### src/rch_regs.vh
`ifndef RCH_REGS_VH
`define RCH_REGS_VH
////////////////////////////////////////////////////////////////////////////////
// register offsets; 0x00-0x05 and 0x30-0x33 are backed up
`define RCH_A_MODE      8'h00
`define RCH_A_LADDR_LO  8'h01
`define RCH_A_LADDR_HI  8'h02
`define RCH_A_GRP_ONE   8'h03
`define RCH_A_GRP_MASK  8'h04
`define RCH_A_THRESH    8'h05
`define RCH_A_TXCMD     8'h06
`define RCH_A_RXCMD     8'h07
`define RCH_A_STAT      8'h08
`define RCH_A_IEN       8'h09
`define RCH_A_VERSION   8'h0a
`define RCH_A_TXGO      8'h0b
`define RCH_A_TXD0      8'h0c
`define RCH_A_TXD1      8'h0d
`define RCH_A_RXD0      8'h0e
`define RCH_A_RXD1      8'h0f
`define RCH_A_USER_LO   8'h30
`define RCH_A_USER_HI   8'h33
////////////////////////////////////////////////////////////////////////////////
// mode register bits
`define RCH_M_TXEN      0
`define RCH_M_EXT       1
`define RCH_M_ACK       2
`define RCH_M_LOCK      3
`define RCH_M_DOFF      4
// status register bits
`define RCH_S_SENT      0
`define RCH_S_RXAV      1
`define RCH_S_NORESP    2
`define RCH_S_NOACK     3
`define RCH_S_BUSY      4
`define RCH_S_VCHG      5
`define RCH_S_USER      6
////////////////////////////////////////////////////////////////////////////////
// command identifiers
`define RCH_C_TXEN      8'h01
`define RCH_C_RESET     8'h02
`define RCH_C_EXT       8'h03
`define RCH_C_SETLA     8'h04
`define RCH_C_GETLA     8'h05
`define RCH_C_GETPA     8'h06
`define RCH_C_GETMODE   8'h07
`define RCH_C_GETVER    8'h08
`define RCH_C_SEND      8'h09
`define RCH_C_REQ       8'h0a
`define RCH_C_RESP      8'h0b
`define RCH_C_DET       8'h0c
`define RCH_C_THR       8'h0d
`define RCH_C_SETGRP    8'h0e
`define RCH_C_GETGRP    8'h0f
`define RCH_C_USER      8'h30
// reply codes
`define RCH_R_OK        8'h00
`define RCH_R_DENY      8'h01
// selectable slave addresses
`define RCH_SLV_LO      7'h01
`define RCH_SLV_HI      7'h7a
////////////////////////////////////////////////////////////////////////////////
// reset values and timing
`define RCH_MODE_RST    8'h01
`define RCH_CLK_HZ      10000000
`define RCH_ACK_MS      500
`define RCH_RESP_MS     1500
`define RCH_ACK_CYC     (`RCH_ACK_MS * (`RCH_CLK_HZ / 1000))
`define RCH_RESP_CYC    (`RCH_RESP_MS * (`RCH_CLK_HZ / 1000))
`endif

### src/rch_top.v
`include "rch_regs.vh"

// Behaviour
// - slave address picked by select pin
// - send tx code, store received code
// - control commands applied when unlocked, replied
// - data commands acked in ack mode, notified
// - no ack within 500 ms flagged
// - response within 1.5 s flags success
// - no response within 1.5 s flagged
// - status bits, interrupt gated by enable
// - codes 0x30 and up go to host
// - remote reset reloads backed registers, idles
// - remote tx enable touches only that bit
// - set replies 00 unlocked, 01 locked
// - remote extended addressing bit applied
// - logical address 8 or 16 bits adopted
// - logical address returned if tx enabled
// - physical address returned if tx enabled
// - mode register returned if tx enabled
// - version returned if tx enabled
// - send data carries tx data, ack optional
// - remote detector enable applied under lock
// - remote 3-bit threshold applied under lock
// - remote group bytes adopted
module rch_top #(
  parameter [31:0] ACK_TIMEOUT_CYC  = `RCH_ACK_CYC,
  parameter [31:0] RESP_TIMEOUT_CYC = `RCH_RESP_CYC,
  parameter        TMR_W            = 24,
  parameter [7:0]  VERSION          = 8'h01,  // arbitrary value
  parameter [63:0] PHYS_ADDR        = 64'h0   // arbitrary value
) (
  // clock and reset
  input  wire        CLK_I,
  input  wire        SYS_RST_I,
  // register port
  input  wire [7:0]  REG_ADDR_I,
  input  wire [7:0]  REG_WDATA_I,
  input  wire        REG_WR_I,
  input  wire        REG_RD_I,
  output wire [7:0]  REG_RDATA_O,
  // slave address selection
  input  wire        ADDR_SEL_I,
  output wire [6:0]  SLV_ADDR_O,
  // received commands from network layer
  input  wire        RX_VALID_I,
  input  wire [7:0]  RX_CMD_I,
  input  wire [15:0] RX_PAYLOAD_I,
  input  wire        RX_ACK_I,
  // transmit requests to network layer
  output wire        TX_REQ_O,
  output wire        TX_REPLY_O,
  output wire        TX_ACK_O,
  output wire [7:0]  TX_CMD_O,
  output wire [3:0]  TX_LEN_O,
  output wire [63:0] TX_DATA_O,
  input  wire        TX_DONE_I,
  // host notification and detector settings
  output wire        HOST_INT_O,
  output wire        DETECT_OFF_O,
  output wire [2:0]  THRESH_O
);

  ////////////////////////////////////////////////////////////////////////////
  // transfer states
  localparam [1:0] ST_IDLE  = 2'd0;
  localparam [1:0] ST_WDONE = 2'd1;
  localparam [1:0] ST_WACK  = 2'd2;
  localparam [1:0] ST_WRESP = 2'd3;
  localparam [TMR_W-1:0] TMR_ONE = {{(TMR_W-1){1'b0}}, 1'b1};

  // map an address onto the backed-up storage slot, 15 if none
  function [3:0] bk_idx;
    input [7:0] a;
    begin
      if (a <= `RCH_A_THRESH)
        bk_idx = a[3:0];
      else if (a >= `RCH_A_USER_LO && a <= `RCH_A_USER_HI)
        bk_idx = {2'b01, a[1:0]} + 4'd2;
      else
        bk_idx = 4'hf;
    end
  endfunction

  // set commands answer with a lock code
  function is_set;
    input [7:0] c;
    begin
      is_set = (c >= `RCH_C_TXEN && c <= `RCH_C_SETLA) ||
               (c >= `RCH_C_DET && c <= `RCH_C_SETGRP);
    end
  endfunction

  ////////////////////////////////////////////////////////////////////////////
  // storage
  reg  [7:0]       cfg [0:9];      // live backed registers
  reg  [7:0]       bk  [0:9];      // nonvolatile copies
  reg  [7:0]       tx_cmd_code_reg; // command to send
  reg  [7:0]       rx_cmd_code_reg; // last received command
  reg  [7:0]       int_stat;       // sticky status
  reg  [7:0]       int_en;         // interrupt enables
  reg  [7:0]       tx_d0;          // local tx data byte 0
  reg  [7:0]       tx_d1;          // local tx data byte 1
  reg  [7:0]       rx_d0;          // received data byte 0
  reg  [7:0]       rx_d1;          // received data byte 1
  reg  [1:0]       state;          // transfer state
  reg  [TMR_W-1:0] tmr;            // timeout down counter
  reg              cur_ack;        // send was in ack mode
  reg              cur_req;        // send was a request
  reg              sel_s1;         // select pin sync stage 1
  reg              sel_s2;         // select pin sync stage 2
  reg  [6:0]       slv_addr;       // chosen slave address
  reg  [7:0]       rdata;          // read data
  reg              host_int;       // interrupt pin
  reg              tx_req;         // transmit pulse
  reg              tx_reply;       // transmit is an answer
  reg              tx_ack;         // transmit is an ack packet
  reg  [7:0]       tx_cmd;         // transmitted code
  reg  [3:0]       tx_len;         // payload bytes
  reg  [63:0]      tx_data;        // payload
  integer          i;

  wire [7:0] node_mode_reg = cfg[0];
  wire       tx_en   = node_mode_reg[`RCH_M_TXEN];
  wire       ext     = node_mode_reg[`RCH_M_EXT];
  wire       lock    = node_mode_reg[`RCH_M_LOCK];
  wire [3:0] wr_idx  = bk_idx(REG_ADDR_I);
  wire       tmr_end = (tmr == {TMR_W{1'b0}});

  ////////////////////////////////////////////////////////////////////////////
  // decode of received commands, replies and status events
  reg        rep_go;    // answer the initiator
  reg        rep_ack;   // answer is an ack packet
  reg [3:0]  rep_len;   // answer length
  reg [63:0] rep_data;  // answer payload
  reg        apply;     // change configuration
  reg        host_go;   // host asks to send
  reg        send_ok;   // host send accepted
  reg        got_resp;  // awaited response arrived
  reg [7:0]  set_st;    // status bits to set
  reg [7:0]  rd_mux;    // read selection

  always @*
  begin
    rep_go   = 1'b0;
    rep_ack  = 1'b0;
    rep_len  = 4'h0;
    rep_data = 64'h0;
    apply    = 1'b0;
    got_resp = 1'b0;
    set_st   = 8'h00;
    if (RX_VALID_I)
    begin
      if (is_set(RX_CMD_I))
      begin
        rep_go   = 1'b1;
        rep_len  = 4'h1;
        rep_data = {56'h0, lock ? `RCH_R_DENY : `RCH_R_OK};
        apply    = !lock;
        set_st[`RCH_S_VCHG] = 1'b1;
      end
      else if ((RX_CMD_I >= `RCH_C_GETLA && RX_CMD_I <= `RCH_C_GETVER) ||
               RX_CMD_I == `RCH_C_GETGRP)
      begin
        rep_go = tx_en;
        set_st[`RCH_S_VCHG] = 1'b1;
        case (RX_CMD_I)
          `RCH_C_GETLA:
          begin
            rep_len  = ext ? 4'h2 : 4'h1;
            rep_data = {48'h0, ext ? cfg[2] : 8'h00, cfg[1]};
          end
          `RCH_C_GETPA:
          begin
            rep_len  = 4'h8;
            rep_data = PHYS_ADDR;
          end
          `RCH_C_GETMODE:
          begin
            rep_len  = 4'h1;
            rep_data = {56'h0, node_mode_reg};
          end
          `RCH_C_GETVER:
          begin
            rep_len  = 4'h1;
            rep_data = {56'h0, VERSION};
          end
          default:
          begin
            rep_len  = 4'h2;
            rep_data = {48'h0, cfg[4], cfg[3]};
          end
        endcase
      end
      else if (RX_CMD_I == `RCH_C_SEND || RX_CMD_I == `RCH_C_REQ)
      begin
        rep_go  = node_mode_reg[`RCH_M_ACK];
        rep_ack = 1'b1;
        set_st[`RCH_S_RXAV] = 1'b1;
      end
      else if (RX_CMD_I == `RCH_C_RESP)
      begin
        got_resp = (state == ST_WRESP);
        set_st[`RCH_S_RXAV] = 1'b1;
        set_st[`RCH_S_SENT] = got_resp;
      end
      else if (RX_CMD_I >= `RCH_C_USER)
      begin
        set_st[`RCH_S_RXAV] = 1'b1;
        set_st[`RCH_S_USER] = 1'b1;
      end
    end
    // reserved codes fall through with no reply or status; only the received code register takes them
    host_go = REG_WR_I && (REG_ADDR_I == `RCH_A_TXGO);
    // a reply owns the transmit port this cycle, so the send is refused
    send_ok = host_go && (state == ST_IDLE) && tx_en && !rep_go;
    if (host_go && !send_ok)
      set_st[`RCH_S_BUSY] = 1'b1;
    if (state == ST_WDONE && TX_DONE_I && !cur_ack && !cur_req)
      set_st[`RCH_S_SENT] = 1'b1;
    if (state == ST_WACK && RX_ACK_I && !cur_req)
      set_st[`RCH_S_SENT] = 1'b1;
    if (state == ST_WACK && !RX_ACK_I && tmr_end)
      set_st[`RCH_S_NOACK] = 1'b1;
    if (state == ST_WRESP && !got_resp && tmr_end)
      set_st[`RCH_S_NORESP] = 1'b1;
  end

  // read selection, unmapped reads zero
  always @*
  begin
    case (REG_ADDR_I)
      `RCH_A_TXCMD:   rd_mux = tx_cmd_code_reg;
      `RCH_A_RXCMD:   rd_mux = rx_cmd_code_reg;
      `RCH_A_STAT:    rd_mux = int_stat;
      `RCH_A_IEN:     rd_mux = int_en;
      `RCH_A_VERSION: rd_mux = VERSION;
      `RCH_A_TXD0:    rd_mux = tx_d0;
      `RCH_A_TXD1:    rd_mux = tx_d1;
      `RCH_A_RXD0:    rd_mux = rx_d0;
      `RCH_A_RXD1:    rd_mux = rx_d1;
      default:        rd_mux = (wr_idx == 4'hf) ? 8'h00 : cfg[wr_idx];
    endcase
  end

  ////////////////////////////////////////////////////////////////////////////
  // slave address select, pin passes two flops first
  always @(posedge CLK_I)
  begin
    if (SYS_RST_I)
    begin
      sel_s1   <= 1'b0;
      sel_s2   <= 1'b0;
      slv_addr <= `RCH_SLV_LO;
    end
    else
    begin
      sel_s1   <= ADDR_SEL_I;
      sel_s2   <= sel_s1;
      slv_addr <= sel_s2 ? `RCH_SLV_HI : `RCH_SLV_LO;
    end
  end

  ////////////////////////////////////////////////////////////////////////////
  // registers, transfer sequencing and transmit port
  always @(posedge CLK_I)
  begin
    if (SYS_RST_I)
    begin
      for (i = 0; i < 10; i = i + 1)
      begin
        cfg[i] <= (i == 0) ? `RCH_MODE_RST : 8'h00;
        bk[i]  <= (i == 0) ? `RCH_MODE_RST : 8'h00;
      end
      tx_cmd_code_reg <= 8'h00;
      rx_cmd_code_reg <= 8'h00;
      int_stat <= 8'h00;
      int_en   <= 8'h00;
      tx_d0    <= 8'h00;
      tx_d1    <= 8'h00;
      rx_d0    <= 8'h00;
      rx_d1    <= 8'h00;
      state    <= ST_IDLE;
      tmr      <= {TMR_W{1'b0}};
      cur_ack  <= 1'b0;
      cur_req  <= 1'b0;
      rdata    <= 8'h00;
      host_int <= 1'b0;
      tx_req   <= 1'b0;
      tx_reply <= 1'b0;
      tx_ack   <= 1'b0;
      tx_cmd   <= 8'h00;
      tx_len   <= 4'h0;
      tx_data  <= 64'h0;
    end
    else
    begin
      // read data valid only the cycle after the strobe
      rdata  <= REG_RD_I ? rd_mux : 8'h00;
      tx_req <= 1'b0;
      // host writes; backed registers also refresh their copy
      if (REG_WR_I)
      begin
        if (wr_idx != 4'hf)
        begin
          cfg[wr_idx] <= REG_WDATA_I;
          bk[wr_idx]  <= REG_WDATA_I;
        end
        case (REG_ADDR_I)
          `RCH_A_TXCMD: tx_cmd_code_reg <= REG_WDATA_I;
          `RCH_A_IEN:   int_en <= REG_WDATA_I;
          `RCH_A_TXD0:  tx_d0 <= REG_WDATA_I;
          `RCH_A_TXD1:  tx_d1 <= REG_WDATA_I;
          default:      ;
        endcase
      end
      // write one clears, a new event wins
      int_stat <= (int_stat & ~((REG_WR_I && REG_ADDR_I == `RCH_A_STAT) ?
                  REG_WDATA_I : 8'h00)) | set_st;
      host_int <= |(int_stat & int_en);
      if (RX_VALID_I)
      begin
        rx_cmd_code_reg <= RX_CMD_I;
        if (RX_CMD_I >= `RCH_C_SEND && RX_CMD_I <= `RCH_C_RESP ||
            RX_CMD_I >= `RCH_C_USER)
        begin
          rx_d0 <= RX_PAYLOAD_I[7:0];
          rx_d1 <= RX_PAYLOAD_I[15:8];
        end
      end
      // transfer sequencing with timeouts
      case (state)
        ST_IDLE:
          if (send_ok)
          begin
            state    <= ST_WDONE;
            cur_ack  <= node_mode_reg[`RCH_M_ACK];
            cur_req  <= (tx_cmd_code_reg == `RCH_C_REQ);
            tx_req   <= 1'b1;
            tx_reply <= 1'b0;
            tx_ack   <= 1'b0;
            tx_cmd   <= tx_cmd_code_reg;
            tx_len   <= 4'h2;
            tx_data  <= {48'h0, tx_d1, tx_d0};
          end
        ST_WDONE:
          if (TX_DONE_I)
          begin
            if (cur_ack)
            begin
              state <= ST_WACK;
              tmr   <= ACK_TIMEOUT_CYC[TMR_W-1:0] - TMR_ONE;
            end
            else if (cur_req)
            begin
              state <= ST_WRESP;
              tmr   <= RESP_TIMEOUT_CYC[TMR_W-1:0] - TMR_ONE;
            end
            else
              state <= ST_IDLE;
          end
        ST_WACK:
          if (RX_ACK_I)
          begin
            state <= cur_req ? ST_WRESP : ST_IDLE;
            tmr   <= RESP_TIMEOUT_CYC[TMR_W-1:0] - TMR_ONE;
          end
          else if (tmr_end)
            state <= ST_IDLE;
          else
            tmr <= tmr - TMR_ONE;
        ST_WRESP:
          if (got_resp || tmr_end)
            state <= ST_IDLE;
          else
            tmr <= tmr - TMR_ONE;
        default:
          state <= ST_IDLE;
      endcase
      // answers to the initiator; set and ack answers ignore tx enable, get answers need it
      if (rep_go)
      begin
        tx_req   <= 1'b1;
        tx_reply <= 1'b1;
        tx_ack   <= rep_ack;
        tx_cmd   <= RX_CMD_I;
        tx_len   <= rep_ack ? 4'h0 : rep_len;
        tx_data  <= rep_ack ? 64'h0 : rep_data;
      end
      // remote configuration changes override a host write
      if (apply)
      begin
        case (RX_CMD_I)
          `RCH_C_TXEN: cfg[0][`RCH_M_TXEN] <= RX_PAYLOAD_I[0];
          `RCH_C_EXT:  cfg[0][`RCH_M_EXT] <= RX_PAYLOAD_I[0];
          `RCH_C_SETLA:
          begin
            cfg[1] <= RX_PAYLOAD_I[7:0];
            if (ext)
              cfg[2] <= RX_PAYLOAD_I[15:8];
          end
          `RCH_C_DET:  cfg[0][`RCH_M_DOFF] <= RX_PAYLOAD_I[0];
          `RCH_C_THR:  cfg[5] <= {5'h00, RX_PAYLOAD_I[2:0]};
          `RCH_C_SETGRP:
          begin
            cfg[3] <= RX_PAYLOAD_I[7:0];
            cfg[4] <= RX_PAYLOAD_I[15:8];
          end
          `RCH_C_RESET:
          begin
            for (i = 0; i < 10; i = i + 1)
              cfg[i] <= bk[i];
            tx_cmd_code_reg <= 8'h00;
            int_stat <= set_st;
            int_en   <= 8'h00;
            tx_d0    <= 8'h00;
            tx_d1    <= 8'h00;
            rx_d0    <= 8'h00;
            rx_d1    <= 8'h00;
            state    <= ST_IDLE;
          end
          default: ;
        endcase
      end
    end
  end

  ////////////////////////////////////////////////////////////////////////////
  // outputs, all straight from flops
  assign REG_RDATA_O  = rdata;
  assign SLV_ADDR_O   = slv_addr;
  assign TX_REQ_O     = tx_req;
  assign TX_REPLY_O   = tx_reply;
  assign TX_ACK_O     = tx_ack;
  assign TX_CMD_O     = tx_cmd;
  assign TX_LEN_O     = tx_len;
  assign TX_DATA_O    = tx_data;
  assign HOST_INT_O   = host_int;
  assign DETECT_OFF_O = cfg[0][`RCH_M_DOFF];
  assign THRESH_O     = cfg[5][2:0];

endmodule // rch_top

### config.mk
export PLATFORM = sky130hd
export DESIGN_NAME = rch_top
export DESIGN_NICKNAME = d
export VERILOG_FILES = /design/src/rch_top.v
export VERILOG_INCLUDE_DIRS = /design/src /design/src/src
export SDC_FILE = /design/constraint.sdc
export NUM_CORES = 1
export LEC_CHECK = 0
export BUFFER_PORTS_ARGS = -buffer_cell sky130_fd_sc_hd__buf_2
export CAP_MARGIN = 0
export CORE_AREA = 2 2 173 175
export DETAILED_ROUTE_END_ITERATION = 16
export DIE_AREA = 0 0 175 177
export PLACE_DENSITY = 0.74
export SLEW_MARGIN = 0
export SYNTH_ARGS = -nofsm -noshare
export SYNTH_HDL_FRONTEND = slang
export SYNTH_SLANG_ARGS = --single-unit
### constraint.sdc
create_clock -name CLK_I -period 6.5 [get_ports CLK_I]
set_clock_uncertainty 0.05 [all_clocks]
set_input_delay 1.3 -clock CLK_I [delete_from_list [all_inputs] [get_ports CLK_I]]
set_output_delay 1.3 -clock CLK_I [all_outputs]
set_load 0.02 [all_outputs]
==> metrics <==
clock latency on the worst-skew pair approximately 0.57 ns; post-route antenna net violation count 0; I/O pin cnt 147; Detailed Routing Iterations Pass 1 8; htree depth 1; Mean Syn Cell Area 9.88 um^2; Hold Fails Final Rpt 0; Core Region between 20000 and 30000 um^2; wire per inst around 24 um; synthesized netlist cell count about 1600; critical path capture point type register; Buf/Inv on CP 1; Post-synth top cells 170 x edfxtp_1, 160 x nor2_1, 135 x dfxtp_1, 117 x nand2_1, 96 x clkbuf_1; Layout Cells excl Fill 2039; final worst setup slack about 1.8 ns; slowest cell delay on critical path around 0.9 ns; leading area contributor after synthesis edfxtp_1; Largest regs cfg (90), bk (80), tmr (24); peak supply drop 179 uV; drt via density roughly 6.4; setup TNS 0 ns; highest metal used met4; maximum clock insertion buffer count 3; PostCTS Resize Cnt 0; via count around 13000; post-synthesis sequential element count a little over 300; Routability Congestion a little under 1; prevailing post-synth register cell edfxtp_1; met1 wire length a little under 20 mm; Die Wd approximately 180 um; Area contributors post-synth edfxtp_1 32%, dfxtp_1 17%, mux2i_1 4.8%; Post-CTS Setup Bufs 0; Overflow after GRT 0; DRC Markers 0; initial antenna violation count 0; Ant. Diodes 0; met2 WL post-DR between 20 and 25 mm; Crit Path Max Fanout 17; met3 WL about 6 mm; slowest cell on the critical path or3_1; Pwr Density 284 nW/um^2; top cell type's share of synthesized area 0.324; Initial Utilization 0.539; most frequent cell after synthesis edfxtp_1; Slew @ Worst Pin around 1.2 ns; first-pass GRT wire length between 70 and 80 mm; Most Frequent Cell on Critical Path nand2b_1; total CTS buffers 31; PortBufs 96; post-route cell area ~17000 um^2; max-cap check violation count 0; clock-pin slew on the worst setup and hold paths 0.06 ns; Setup crit start kind primary input; GR Util All Layers 0.304; placed cells 1982; sequential share of the synthesized area 0.496; Layout area overhead 9.44%; Slew HR 0.215; HPWL Detailed 34.0 mm; nets@finish 1678; post-route minimum period 4.65 ns; CTS tree done; library cells used by synthesis 87; Clock Sinks just over 300; max reg flops 90; number of synthesized flops with an enable pin 170; clk root buf clkbuf_16; Top delay family on crit path simple AND/OR/NAND/NOR gates; number of global-route vias before repair roughly 12000; Die H about 180 um; synth warn 0; WP data arrival 4.86 ns; fraction of layout cells with a size suffix above 1 0.139; Hold/Removal Path Class register to register; Hold Buf Count CTS 0; status completed; Most flops, register cfg; pre-CTS WS ~1.3 ns; max-slew violations 0; critical-path cell list buf_2 > or4_1 > o32ai_2 > nand2b_1 > or3_1 > nor3b_2 > nand2b_1; Crit Path Class primary input to register; final WL just under 50 mm; Rows 63; CP Data Required Time 6.71 ns; static leakage 6.80 nW; placed cell areas roughly 16000 um^2; unrepaired setup endpoints after global routing no; die area ~31000 um^2; fmax between 200 and 250 MHz; final setup violation count 0; Async SR Flop Fraction 0; Mapped Area 15800 um^2; fin crit share 0.716; hold_ws approximately 0.35 ns; drt initial violations 2090; largest net degree at the start of global routing 54
[metal layers]
metal  vias to the layer above  global-route usage
li1                       5843                   -
met1                      6179               0.439
met2                       887               0.461
met3                       134              0.0490
met4                         0               0.113
met5                         -                   0
[placed cells by master, fill, tap and decap left out, types with 7 or more instances in the layout]
master     Yosys  final
edfxtp_1     170    170
nor2_1       160    159
dfxtp_1      135    135
nand2_1      117    117
buf_2          7     96
a21oi_1       83     83
mux2i_1       76     76
conb_1         1     60
o21ai_0       60     59
and2_1        53     53
a22o_1        53     53
nor3_1        40     39
nand2b_1      32     31
nand3_1       31     31
clkbuf_16      0     31
inv_1         29     29
or3_1         25     25
mux2_2        25     25
o22ai_1       25     25
a22oi_1       24     24
buf_4         59     23
and3_1        22     22
a21o_1        18     18
o2bb2ai_1     18     18
nor2b_1       16     16
a311oi_1      17     16
nor4_1        13     13
or2_2          9      9
o211ai_1       9      9
a31oi_1        9      9
clkinv_1       0      9
a222oi_1       8      8
nor3b_1        7      7
o31ai_1        7      7
o21a_1         7      7
o21ai_2        7      7
[cell families (layout without fill, tap and decap cells)]
| logic type | Yosys count | after routing | synth area share |
|---|---|---|---|
| and+or+nand+nor | 566 | 566 | 0.183 |
| other | 1 | 60 | 0.000238 |
| DFF | 305 | 305 | 0.496 |
| AOI/OAI and AO/OA | 402 | 402 | 0.181 |
| xor gates and xnor gates | 1 | 1 | 0.000556 |
| buffers and inverters | 209 | 205 | 0.0661 |
| adders and majority gates | 7 | 7 | 0.00524 |
| muxes | 103 | 103 | 0.0683 |
[area by class of cell]
class,count,area (um^2)
clock buffer,36,795
clock inverter,21,229
fill,2483,12000
inverter,29,109
multi-input combinational,1139,7160
sequential,305,7810
tap,390,488
timing repair buffer,119,653
[path summary, 6_finish.rpt]
path / end / slack, ns / startpoint / cells past startpoint
max reg2reg: tmr[14] / 2.94 / tmr[0] / 8
min reg2reg: SLV_ADDR_O[0] / 0.35 / sel_s2 / 1
min: SLV_ADDR_O[0] / 0.35 / sel_s2 / 1
max: cfg[7][3] / 1.85 / REG_ADDR_I[7] / 7
[per-stage QoR]
stage           util  total power, W
4_1_cts        0.590         0.00486
6_report       0.590         0.00489
3_3_place_gp   0.555         0.00305
5_1_grt        0.590         0.00504
3_5_place_dp   0.555         0.00307
2_1_floorplan      -         0.00287
[power breakdown]
part | switching [W] | total (W) | internal [W]
registers | 0.0000999 | 0.00225 | 0.00215
clock network | 0.000758 | 0.00183 | 0.00107
logic | 0.000556 | 0.000813 | 0.000256
total | 0.00141 | 0.00489 | 0.00347
(Power assumes the default switching activity.)
